`src/core/secl_pkg.sv`:
```
// shared constants for the serial configuration image loader
package secl_pkg;

	// image word addresses
	localparam logic [7:0] WA_COUNT     = 8'h00;
	localparam logic [7:0] WA_FLAG      = 8'h01;
	localparam logic [7:0] WA_HS_DEV    = 8'h02;
	localparam logic [7:0] WA_HS_CFG    = 8'h03;
	localparam logic [7:0] WA_MAC0      = 8'h04;
	localparam logic [7:0] WA_MAC1      = 8'h05;
	localparam logic [7:0] WA_MAC2      = 8'h06;
	localparam logic [7:0] WA_LANG      = 8'h07;
	localparam logic [7:0] WA_STR_FIRST = 8'h08;
	localparam logic [7:0] WA_STR_LAST  = 8'h0E;
	localparam logic [7:0] WA_PHY_REG   = 8'h0F;
	localparam logic [7:0] WA_MAX_PKT   = 8'h10;
	localparam logic [7:0] WA_PHY_MGMT_ADDRESS    = 8'h11;
	localparam logic [7:0] WA_PAUSE     = 8'h12;
	localparam logic [7:0] WA_FS_DEV    = 8'h13;
	localparam logic [7:0] WA_FS_CFG    = 8'h14;

	// expected preload count
	localparam logic [7:0] PRELOAD_COUNT = 8'h15;
	localparam int         NUM_STRINGS   = 7;

	// flag word bit positions
	localparam int FB_SELF_PWR  = 0;
	localparam int FB_RWU       = 2;
	localparam int FB_CHIRP_DIS = 4;
	localparam int FB_SW_PHYRST = 5;
	localparam int FB_RX_STRIP  = 6;
	localparam int FB_TX_APPEND = 7;
	localparam int FB_CAPTURE   = 8;

	// phy descriptor fields and embedded phy address
	localparam int         PHY_TYPE_MSB  = 7;
	localparam int         PHY_TYPE_LSB  = 5;
	localparam int         PHY_ADDR_MSB  = 4;
	localparam logic [4:0] EMB_PHY_ADDR  = 5'h10;

	// watermark unit is 256 bytes: shift left by eight
	localparam int WM_UNIT_SHIFT = 8;

	// word and pointer widths
	localparam int WORD_W = 16;
	localparam int ADDR_W = 8;

	typedef enum logic [1:0] {ST_IDLE, ST_REQ, ST_WAIT, ST_DONE} secl_state_t;

endpackage

```
`src/core/secl_loader.sv`:
```
// serial configuration image loader with management read mux and pause control
`timescale 1ns/1ps
module secl_loader
	import secl_pkg::*;
#(
	parameter int FREE_W = 16
) (
	// clock and reset
	input  wire logic              CLK_SYS_IN,
	input  wire logic              RST_N_IN,
	// image memory read port
	output logic                   MEM_RD_REQ_OUT,
	output logic [ADDR_W-1:0]      MEM_ADDR_OUT,
	input  wire logic              MEM_RD_ACK_IN,
	input  wire logic [WORD_W-1:0] MEM_DATA_IN,
	// load status
	output logic                   CFG_DONE_OUT,
	output logic                   ENUM_ENABLE_OUT,
	// flag word decode
	output logic                   SELF_POWERED_FLAG_OUT,
	output logic                   REMOTE_WAKEUP_SUPPORT_OUT,
	output logic                   CHIRP_K_DISABLE_OUT,
	output logic                   SW_PHY_RESET_CONTROL_OUT,
	output logic                   RX_CRC_STRIP_ENABLE_OUT,
	output logic                   TX_CRC_APPEND_ENABLE_OUT,
	output logic                   CAPTURE_EFFECTIVE_ENABLE_OUT,
	// descriptor pointers
	output logic [7:0]             HS_DEV_LEN_OUT,
	output logic [7:0]             HS_DEV_OFS_OUT,
	output logic [7:0]             HS_CFG_LEN_OUT,
	output logic [7:0]             HS_CFG_OFS_OUT,
	output logic [7:0]             FS_DEV_LEN_OUT,
	output logic [7:0]             FS_DEV_OFS_OUT,
	output logic [7:0]             FS_CFG_LEN_OUT,
	output logic [7:0]             FS_CFG_OFS_OUT,
	input  wire logic [2:0]        STR_SEL_IN,
	output logic [7:0]             STR_LEN_OUT,
	output logic [7:0]             STR_OFS_OUT,
	// station identity
	output logic [47:0]            STATION_MAC_OUT,
	output logic [15:0]            LANG_ID_OUT,
	// phy configuration
	output logic [7:0]             PHY_REG_OFS1_OUT,
	output logic [7:0]             PHY_REG_OFS2_OUT,
	output logic [15:0]            MAX_FRAME_OUT,
	output logic [2:0]             PRI_PHY_TYPE_OUT,
	output logic [4:0]             PRI_PHY_MGMT_ADDRESS_OUT,
	output logic [2:0]             SEC_PHY_TYPE_OUT,
	output logic [4:0]             SEC_PHY_MGMT_ADDRESS_OUT,
	// management read mux
	input  wire logic [4:0]        MGMT_PHY_ADDR_IN,
	input  wire logic              EMB_PHY_MDIN_IN,
	input  wire logic              EXT_MDIO_PIN_IN,
	output logic                   MGMT_RD_DATA_OUT,
	// flow control
	input  wire logic              FULL_DUPLEX_IN,
	input  wire logic [FREE_W-1:0] FREE_BYTES_IN,
	output logic                   PAUSE_REQ_OUT
);

	typedef struct packed {
		secl_state_t       state;
		logic [ADDR_W-1:0] addr;
		logic [7:0]        count;
		logic              req;
		logic              done;
		logic [15:0]       flags;
		logic [15:0]       hs_dev;
		logic [15:0]       hs_cfg;
		logic [15:0]       fs_dev;
		logic [15:0]       fs_cfg;
		logic [47:0]       mac;
		logic [15:0]       lang;
		logic [NUM_STRINGS*16-1:0] strs;
		logic [15:0]       phy_reg;
		logic [15:0]       max_pkt;
		logic [15:0]       phy_mgmt_address;
		logic [15:0]       pause_wm;
		logic [7:0]        str_len;
		logic [7:0]        str_ofs;
		logic              mdin_s1;
		logic              mdin_s2;
		logic              mgmt_rd;
	} secl_ld_t;

	secl_ld_t st_q;
	secl_ld_t st_d;
	logic     pause_w;
	logic [2:0] str_idx;

	// string selects past the seven stored entries fall back to the first entry
	assign str_idx = (STR_SEL_IN < 3'(NUM_STRINGS)) ? STR_SEL_IN : 3'h0;

	// fetch sequencer and image latching
	always_comb begin
		st_d = st_q;
		st_d.mdin_s1 = EXT_MDIO_PIN_IN;
		st_d.mdin_s2 = st_q.mdin_s1;
		st_d.mgmt_rd = (MGMT_PHY_ADDR_IN == EMB_PHY_ADDR) ? EMB_PHY_MDIN_IN : st_q.mdin_s2;
		st_d.str_len = st_q.strs[str_idx*16+8 +: 8];
		st_d.str_ofs = st_q.strs[str_idx*16 +: 8];
		case (st_q.state)
			ST_IDLE: begin
				st_d.addr  = WA_COUNT;
				st_d.state = ST_REQ;
			end
			ST_REQ: begin
				st_d.req   = 1'b1;
				st_d.state = ST_WAIT;
			end
			ST_WAIT: begin
				if (MEM_RD_ACK_IN) begin
					st_d.req = 1'b0;
					case (st_q.addr)
						WA_COUNT:   st_d.count = MEM_DATA_IN[7:0];
						WA_FLAG:    st_d.flags = MEM_DATA_IN;
						WA_HS_DEV:  st_d.hs_dev = MEM_DATA_IN;
						WA_HS_CFG:  st_d.hs_cfg = MEM_DATA_IN;
						WA_MAC0:    st_d.mac[15:0] = MEM_DATA_IN;
						WA_MAC1:    st_d.mac[31:16] = MEM_DATA_IN;
						WA_MAC2:    st_d.mac[47:32] = MEM_DATA_IN;
						WA_LANG:    st_d.lang = MEM_DATA_IN;
						WA_PHY_REG: st_d.phy_reg = MEM_DATA_IN;
						WA_MAX_PKT: st_d.max_pkt = MEM_DATA_IN;
						WA_PHY_MGMT_ADDRESS:  st_d.phy_mgmt_address = MEM_DATA_IN;
						WA_PAUSE:   st_d.pause_wm = MEM_DATA_IN;
						WA_FS_DEV:  st_d.fs_dev = MEM_DATA_IN;
						WA_FS_CFG:  st_d.fs_cfg = MEM_DATA_IN;
						default: begin
							if (st_q.addr >= WA_STR_FIRST && st_q.addr <= WA_STR_LAST) begin
								st_d.strs[(st_q.addr - WA_STR_FIRST)*16 +: 16] = MEM_DATA_IN;
							end
						end
					endcase
					if (st_q.addr != WA_COUNT && st_q.addr + 8'h01 >= st_q.count) begin
						st_d.state = ST_DONE;
					end else if (st_q.addr == WA_COUNT && MEM_DATA_IN[7:0] <= 8'h01) begin
						st_d.state = ST_DONE;
					end else begin
						st_d.addr  = st_q.addr + 8'h01;
						st_d.state = ST_REQ;
					end
				end
			end
			ST_DONE: begin
				st_d.done = 1'b1;
			end
			default: st_d.state = ST_IDLE;
		endcase
	end

	// state register
	always_ff @(posedge CLK_SYS_IN or negedge RST_N_IN) begin
		if (!RST_N_IN) begin
			st_q <= '0;
		end else begin
			st_q <= st_d;
		end
	end

	// pause hysteresis only in full duplex after load
	secl_pause_ctl #(
		.FREE_W (FREE_W)
	) u_pause (
		.clk_in        (CLK_SYS_IN),
		.rst_n_in      (RST_N_IN),
		.enable_in     (FULL_DUPLEX_IN & st_q.done),
		.high_mark_in  (st_q.pause_wm[15:8]),
		.low_mark_in   (st_q.pause_wm[7:0]),
		.free_bytes_in (FREE_BYTES_IN),
		.pause_out     (pause_w)
	);

	// outputs, all straight from state flops
	assign MEM_RD_REQ_OUT               = st_q.req;
	assign MEM_ADDR_OUT                 = st_q.addr;
	assign CFG_DONE_OUT                 = st_q.done;
	assign ENUM_ENABLE_OUT              = st_q.done;
	assign SELF_POWERED_FLAG_OUT        = st_q.flags[FB_SELF_PWR];
	assign REMOTE_WAKEUP_SUPPORT_OUT    = st_q.flags[FB_RWU];
	assign CHIRP_K_DISABLE_OUT          = st_q.flags[FB_CHIRP_DIS];
	assign SW_PHY_RESET_CONTROL_OUT     = st_q.flags[FB_SW_PHYRST];
	assign RX_CRC_STRIP_ENABLE_OUT      = st_q.flags[FB_RX_STRIP];
	assign TX_CRC_APPEND_ENABLE_OUT     = st_q.flags[FB_TX_APPEND];
	assign CAPTURE_EFFECTIVE_ENABLE_OUT = st_q.flags[FB_CAPTURE];
	assign HS_DEV_LEN_OUT               = st_q.hs_dev[15:8];
	assign HS_DEV_OFS_OUT               = st_q.hs_dev[7:0];
	assign HS_CFG_LEN_OUT               = st_q.hs_cfg[15:8];
	assign HS_CFG_OFS_OUT               = st_q.hs_cfg[7:0];
	assign FS_DEV_LEN_OUT               = st_q.fs_dev[15:8];
	assign FS_DEV_OFS_OUT               = st_q.fs_dev[7:0];
	assign FS_CFG_LEN_OUT               = st_q.fs_cfg[15:8];
	assign FS_CFG_OFS_OUT               = st_q.fs_cfg[7:0];
	assign STR_LEN_OUT                  = st_q.str_len;
	assign STR_OFS_OUT                  = st_q.str_ofs;
	assign STATION_MAC_OUT              = st_q.mac;
	assign LANG_ID_OUT                  = st_q.lang;
	assign PHY_REG_OFS1_OUT             = st_q.phy_reg[15:8];
	assign PHY_REG_OFS2_OUT             = st_q.phy_reg[7:0];
	assign MAX_FRAME_OUT                = st_q.max_pkt;
	assign PRI_PHY_TYPE_OUT             = st_q.phy_mgmt_address[PHY_TYPE_MSB:PHY_TYPE_LSB];
	assign PRI_PHY_MGMT_ADDRESS_OUT     = st_q.phy_mgmt_address[PHY_ADDR_MSB:0];
	assign SEC_PHY_TYPE_OUT             = st_q.phy_mgmt_address[8+PHY_TYPE_MSB:8+PHY_TYPE_LSB];
	assign SEC_PHY_MGMT_ADDRESS_OUT     = st_q.phy_mgmt_address[8+PHY_ADDR_MSB:8];
	assign MGMT_RD_DATA_OUT             = st_q.mgmt_rd;
	assign PAUSE_REQ_OUT                = pause_w;

endmodule

```
`src/core/secl_pause_ctl.sv`:
```
// pause frame hysteresis controller driven by free buffer space
`timescale 1ns/1ps
module secl_pause_ctl
	import secl_pkg::*;
#(
	parameter int FREE_W = 16
) (
	input  wire logic              clk_in,
	input  wire logic              rst_n_in,
	input  wire logic              enable_in,
	input  wire logic [7:0]        high_mark_in,
	input  wire logic [7:0]        low_mark_in,
	input  wire logic [FREE_W-1:0] free_bytes_in,
	output logic                   pause_out
);

	// elaboration check: a scaled high mark must fit the free-space width
	if (FREE_W < WM_UNIT_SHIFT + 8) begin : g_bad_free_w
		$error("free space width too narrow for watermark units");
	end

	typedef struct packed {
		logic pause;
	} secl_pc_t;

	secl_pc_t st_q;
	secl_pc_t st_d;
	logic [FREE_W-1:0] hi_bytes;
	logic [FREE_W-1:0] lo_bytes;

	// marks scaled to bytes, zero-extended into the free-space width
	assign hi_bytes = FREE_W'({high_mark_in, 8'h00});
	assign lo_bytes = FREE_W'({low_mark_in, 8'h00});

	always_comb begin
		st_d = st_q;
		if (!enable_in) begin
			st_d.pause = 1'b0;
		end else if (!st_q.pause && free_bytes_in <= hi_bytes) begin
			st_d.pause = 1'b1;
		end else if (st_q.pause && free_bytes_in >= lo_bytes) begin
			st_d.pause = 1'b0;
		end
	end

	// state register
	always_ff @(posedge clk_in or negedge rst_n_in) begin
		if (!rst_n_in) begin
			st_q <= '0;
		end else begin
			st_q <= st_d;
		end
	end

	assign pause_out = st_q.pause;

endmodule

```
`config.mk`:
```
export PLATFORM = sky130hd
export DESIGN_NAME = secl_loader
export DESIGN_NICKNAME = d
export VERILOG_FILES = /design/src/core/secl_pkg.sv /design/src/core/secl_loader.sv /design/src/core/secl_pause_ctl.sv
export SDC_FILE = /design/constraint.sdc
export NUM_CORES = 1
export LEC_CHECK = 0
export BUFFER_PORTS_ARGS = -buffer_cell sky130_fd_sc_hd__buf_4
export CORE_MARGIN = 2
export CORE_UTILIZATION = 26
export DETAILED_ROUTE_END_ITERATION = 7
export SLEW_MARGIN = 20
export SYNTH_ARGS = -nofsm -noshare
export SYNTH_HDL_FRONTEND = slang
export SYNTH_SLANG_ARGS = --single-unit
```
`constraint.sdc`:
```
create_clock -name CLK_SYS_IN -period 3.2 [get_ports CLK_SYS_IN]
set_input_delay 0.32 -clock CLK_SYS_IN [delete_from_list [all_inputs] [get_ports CLK_SYS_IN]]
set_output_delay 0.32 -clock CLK_SYS_IN [all_outputs]
set_load 0.01 [all_outputs]
```
## Yosys cells after proc, flatten, opt, wreduce, memory -nomap -nowiden

Cells that the tools add are included.

| cells by class | value |
|---|---|
| order comparisons | 7 |
| shift-type cells | 4 |
| bitwise gates (word level) | 2 |
| reductions and logical operators | 31 |
| equality and inequality tests | 21 |
| muxes and demuxes | 15 |
| $add $sub $neg | 4 |

Operators with widths:

| operator | count |
|---|---|
| $bwmux 112 | 1 |
| $shift 16x34->112 const A | 1 |
| $shiftx 112x8->8 | 1 |
| $shiftx 112x9->8 | 1 |
| $shiftx 16x34->112 | 1 |
| $reduce_and 3->1 | 14 |
| $eq 8x5->1 const B | 5 |
| $neg 32->34 | 1 |
| $eq 8x3->1 const B | 4 |
| $mux 8 | 3 |
| $mux 19 | 1 |
| $eq 8x2->1 const B | 2 |
| $ge 16x16->1 | 1 |
| $le 16x16->1 | 1 |
| $pmux 8 s2 | 1 |
| $reduce_or 14->1 | 1 |
| $sub 8x4->9 const B | 1 |
| $add 7x4->8 const B | 1 |
| $add 8x1->8 const B | 1 |
| $eq 8x1->1 const B | 1 |
| $eq 8x4->1 const B | 1 |
| $ge 8x4->1 const B | 1 |
| $ge 8x8->1 | 1 |
| $le 8x1->1 const B | 1 |
| other kinds (23) | 37 |

| word-level totals | value |
|---|---|
| bits in registers | 353 |
| input bits | 46 |
| logic and storage cells | 109 |

## Logic depth before layout (Yosys ltp)

| logic depth | value |
|---|---|
| word-level depth | 6 |
| mapped depth | 16 |
| gate-level depth less buffers | 14 |

## Hierarchy

A second synthesis with hierarchy kept.

| unflattened totals | value |
|---|---|
| cell total of the unflattened synthesis | 1411 |
| area, all modules | 17445.5 um2 |

By module, submodules not included:

| module | times used | area an instance (um2) | cells an instance |
|---|---|---|---|
| secl_loader | 1 | 16976.3 | 1351 |
| secl_pause_ctl | 1 | 469.2 | 60 |

## Worst setup path after synthesis

No wires, ideal clock.

| path | value |
|---|---|
| kind | register to register |
| from | register st_q, in the netlist MEM_ADDR_OUT[0] |
| to | register st_q[115] in the netlist's numbering |
| clock period less this slack | 3.481 ns |
| required time | 3.076 ns |
| cell stages (with the launch flop) | 16 |
| buffers on the path | 3 |
| arrival | 3.357 ns |
| path slack | -0.281 ns |
| cell sequence | dfrtp_1 > clkbuf_1 > inv_1 > ha_1 > buf_2 > nand4b_4 > nor2_1 > nand3_1 > ha_1 > nor4_1 > nand3_1 > nor4b_4 > and3_4 > nand3_4 > buf_6 > mux2i_1 |

| on the way | value |
|---|---|
| cells in the longest elaborated chain, start to end | 4 |

Ends and longest elaborated chain:

| what | line | source |
|---|---|---|
| from (decl) | secl_loader.sv:86 | `secl_ld_t st_q;` |
| from (signal assigned) | secl_loader.sv:157 | `st_q <= st_d;` |
| $sub 8x4->9 (tied with other cells) | secl_loader.sv:131 | `st_d.strs[(st_q.addr - WA_STR_FIRST)*16 +: 16] = MEM_DATA_IN;` |
| $neg 32->34 / $reduce_or 14->1 (equally long branches) | - |  |
| $shiftx 16x34->112 (tied with other cells) | secl_loader.sv:131 |  |
| $bwmux 112 / $reduce_and 4->1 (equally long branches) | - |  |

Several ways; a longest one is shown, not always the timed one.
A chain may end at the register's enable or synchronous reset.

## Worst setup path in the final report

| path | value |
|---|---|
| from | register st_q, in the netlist MEM_ADDR_OUT[4] |
| to | register st_q[146] in the netlist's numbering |

Same word-level chain as after synthesis.

==> impl_metrics.csv <==
group,metric,value,unit
run_status,status,"finished, violations left",
run_status,violations,"negative setup slack",
sta,skew,0.0255,ns
clock_network,clkTransAtPathRegs,0.06,ns
layout,area_growth,22.6,%
routing,drt_iter0_drc,935,
place,portBuffers,257,
sta,slew_violations,0,
floorplanning,die_area,0.0681,sq mm
layout,stdcell_area,0.0210,sq mm
layout,seq_area,0.00878,sq mm
power,leakagePower,0.0103,uW
clock_network,cts_tree,"done",
synthesis,synth.avg_cell_area,11.1,sq um
layout,multi_input_area,0.00673,sq mm
synthesis,synth_cells,1542,
clock_network,max-clock-path-buffers,3,
global_routing,antenna_found_initial,0,
global_routing,grt_pass1_wl,73.1,mm
power,p_per_area,524,mW/mm^2
setup_path,critical_path.max_stage_delay,0.42,ns
place,dp_hpwl,32.8,mm
power,p_comb_share,13.4,%
setup_path,cp-end-kind,"register",
power,clkPwrFrac,43.4,%
sta,min_period,3.26,ns
synthesis,synth-seq-cells,351,
layout,final_cell_mix,"350 x dfrtp_1, 318 x buf_4, 221 x mux2_2, 157 x nand2_1, 49 x inv_1",
setup_path,start_kind,"register",
routing,remaining_drc_errors,0,
floorplanning,fp.dieW,261,microns
global_routing,grt_usage,14.1,%
place,place.gp.congestion,0.804,
synthesis,ys.flop_type,"dfrtp_1",
layout,drive_gt1_share,44.5,%
setup_path,rr_worst_depth,15,
run,maxCapViolations,0,
floorplanning,fp.coreArea,0.0655,sq mm
synthesis,yosysSeqAreaShare,51.2,%
floorplanning,num_io_pins,258,
sta,fmaxAchievable,307,MHz
setup_path,worst_ep_arrival_time,3.72,ns
power,power.switching,3000,uW
global_routing,grt_max_degree,82,
sta,finalSetupViolations,16,
layout,instances_no_fill,2530,
place,placed_cell_area,0.0189,sq mm
worst_hold_path,hold_depth,3,
routing,wirelength,50.3,mm
clock_network,cts_sinks,351,
power,p_int,8020,uW
routing,vias,11677,
clock_network,clk-insertion-delay-late,0.59,ns
setup_path,crit_path_top_delay_cell,"dfrtp_1",
routing,viasPerCell,4.62,
power,p_sw_share,27.2,%
clock_network,h-tree-depth,2,
setup_path,path_cells,"o21a_1 > o41ai_4 > nand2_1 > nor2_2 > inv_1 > ha_1 > and4b_1 > nand3_1 > nor4b_4 > buf_4 > buf_4 > nand4_1 > buf_12 > nand2_1 > o21ai_0",
routing,drt-pass1-iter-count,5,
synthesis,synth_area,0.0172,sq mm
sta,finalHoldViolations,0,
routing,ant_nets,0,
setup_path,critical_path_class,"register to register",
worst_hold_path,hp-class,"input port to register",
synthesis,synth_edf_count,0,
sta,worst_slack,-0.0590,ns
sta,fin_crit_sh,102,%
power,total_power,11000,uW
setup_path,cp_max_fo,32,
power,ir_drop,0.000437,V
layout,final_nets,1718,
synthesis,synthArstFlopShare,100,%
layout,fillers,6540,
layout,final_common_cell,"dfrtp_1",
synthesis,yosys_warnings,0,
clock_network,root_buffer,"clkbuf_16",
floorplanning,initial_core_util,26.2,%
setup_path,cp.required,3.66,ns
sta,tightest_slew,0.850,ns
floorplanning,die_height,261,microns
power,seqPwrFrac,43.2,%
place,dp_cells,2431,
clock_network,numCtsBuffers,41,
routing,wire_per_inst,19.9,microns
synthesis,synth_nets,1629,
floorplanning,rows,94,
synthesis,synthDistinctLibCells,64,
global_routing,grt_pass1_vias,12054,
global_routing,grt_overflow,0,
sta,rsz0062_at_grt,"yes",
sta,slew_headroom,43.3,%
[Yosys cell counts (5+ instances only)]
cell      instances  area share [%]
or3_1            17            0.62
buf_6             5            0.33
clkbuf_1         71             1.6
nand2_1         205             4.5
nand2b_1         10            0.36
buf_2             9            0.26
dfrtp_1         351              51
mux2_2          221              15
nor4_1            7            0.26
o21ai_0         105             3.1
mux2i_1          18             1.0
a221oi_1         16            0.82
o21a_1            6            0.26
nand3_1          15            0.44
o211ai_1         17            0.74
nand4_1           6            0.22
nor2_1           19            0.42
buf_1            11            0.24
ha_1             41             3.0
inv_1            51             1.1
a21oi_1          25            0.73
buf_4           202             8.8
o22ai_1          33             1.2
nor3_1            8            0.23
[worst max-delay path, delay by kind of cell, from the launching register on]
kind,cells,cell delay [ns]
fa+ha+maj,1,0.29
flops,1,0.42
buf+inv,4,0.57
simple gates,7,1.16
compound gates,3,0.69
[area by class of cell]
class / count / share of cell area (%)
clock inverters: 15 / 0.963
well taps: 864 / 5.14
diodes: 3 / 0.0357
flip-flops and latches: 351 / 41.7
multi-input cells: 842 / 32.0
inverters: 51 / 0.910
clock buffers: 60 / 5.59
repair buffers: 344 / 13.6
[registers in the layout, summed over array words and instances (netlist names), 3 cells and up]
| name | count |
|---|---|
| FS_CFG_LEN_OUT | 8 |
| FS_CFG_OFS_OUT | 8 |
| FS_DEV_LEN_OUT | 8 |
| FS_DEV_OFS_OUT | 8 |
| HS_CFG_LEN_OUT | 8 |
| HS_CFG_OFS_OUT | 8 |
| HS_DEV_LEN_OUT | 8 |
| HS_DEV_OFS_OUT | 8 |
| LANG_ID_OUT | 16 |
| MAX_FRAME_OUT | 16 |
| MEM_ADDR_OUT | 8 |
| PHY_REG_OFS1_OUT | 8 |
| PHY_REG_OFS2_OUT | 8 |
| PRI_PHY_MGMT_ADDRESS_OUT | 5 |
| PRI_PHY_TYPE_OUT | 3 |
| SEC_PHY_MGMT_ADDRESS_OUT | 5 |
| SEC_PHY_TYPE_OUT | 3 |
| STATION_MAC_OUT | 48 |
| STR_LEN_OUT | 8 |
| STR_OFS_OUT | 8 |
| st_q | 139 |
[per-layer routing]
layer / global-route usage (%) / part of all wire, %
met5: 0 / 0
met4: 5.21 / 2.7
met2: 23.0 / 49
met1: 17.5 / 41
met3: 4.29 / 7.7
[power groups by stage]
| stage | Combinational [uW] | Sequential (uW) | Clock (uW) |
|---|---|---|---|
| after floorplan | 906 | 4820 | 0 |
| after global placement | 1440 | 4830 | 0 |
| after detailed placement | 1480 | 4840 | 0 |
| after CTS | 1490 | 4760 | 4930 |
| after global routing | 1620 | 4780 | 5120 |
| final | 1480 | 4760 | 4790 |
[cell families (layout without fill, tap and decap cells)]
logic type | count (synthesis) | after routing | share of synthesized area (%)
compound gates | 226 | 226 | 8.02
xor+xnor | 9 | 9 | 0.503
fa+ha+maj | 41 | 41 | 2.99
buf+inv | 349 | 470 | 12.3
flops | 351 | 351 | 51.2
mux | 243 | 243 | 15.9
other cells | 0 | 3 | 0
simple gates | 323 | 323 | 9.08
[path summary, 6_finish.rpt]
kind,start,slack (ns),endpoint
min reg2reg,st_d[1]$_DFF_PN0_,0.37,st_q[1]$_DFF_PN0_
min in group asynchronous,RST_N_IN,0.32,STATION_MAC_OUT[41]$_DFFE_PN0P_
max,MEM_ADDR_OUT[4]$_DFFE_PN0P_,-0.06,st_q[146]$_DFFE_PN0P_
max in group asynchronous,RST_N_IN,1.86,STR_OFS_OUT[3]$_DFF_PN0_
min,MEM_RD_ACK_IN,0.06,MEM_RD_REQ_OUT$_DFFE_PN0P_
max reg2reg,MEM_ADDR_OUT[4]$_DFFE_PN0P_,-0.06,st_q[146]$_DFFE_PN0P_
[stage by stage]
stage	util, %	setup slack [ns]	TNS (ns)	hold WS [ns]
floorplan	-	-0.0178	-0.178	0.0244
global route	32.1	-0.223	-13.35	0.0505
global placement	28.9	0.000363	0	0.335
detailed placement	28.9	-0.0894	-1.98	0.352
CTS	31.2	-0.0157	-0.0245	0.0131
finish	32.1	-0.0590	-0.241	0.0595
[repair_timing]
| action | in CTS | in global routing |
|---|---|---|
| endpoints found under the setup margin | 50 | 96 |
| gates resized for setup | 6 | 178 |
| buffers inserted | 7 | 2 |
| hold endpoints to repair | 73 | 0 |
| hold buffers | 3 | 0 |
| gates cloned | 1 | 8 |
| pin swaps | 9 | 47 |
No activity file was read; power rests on OpenSTA's default activity.
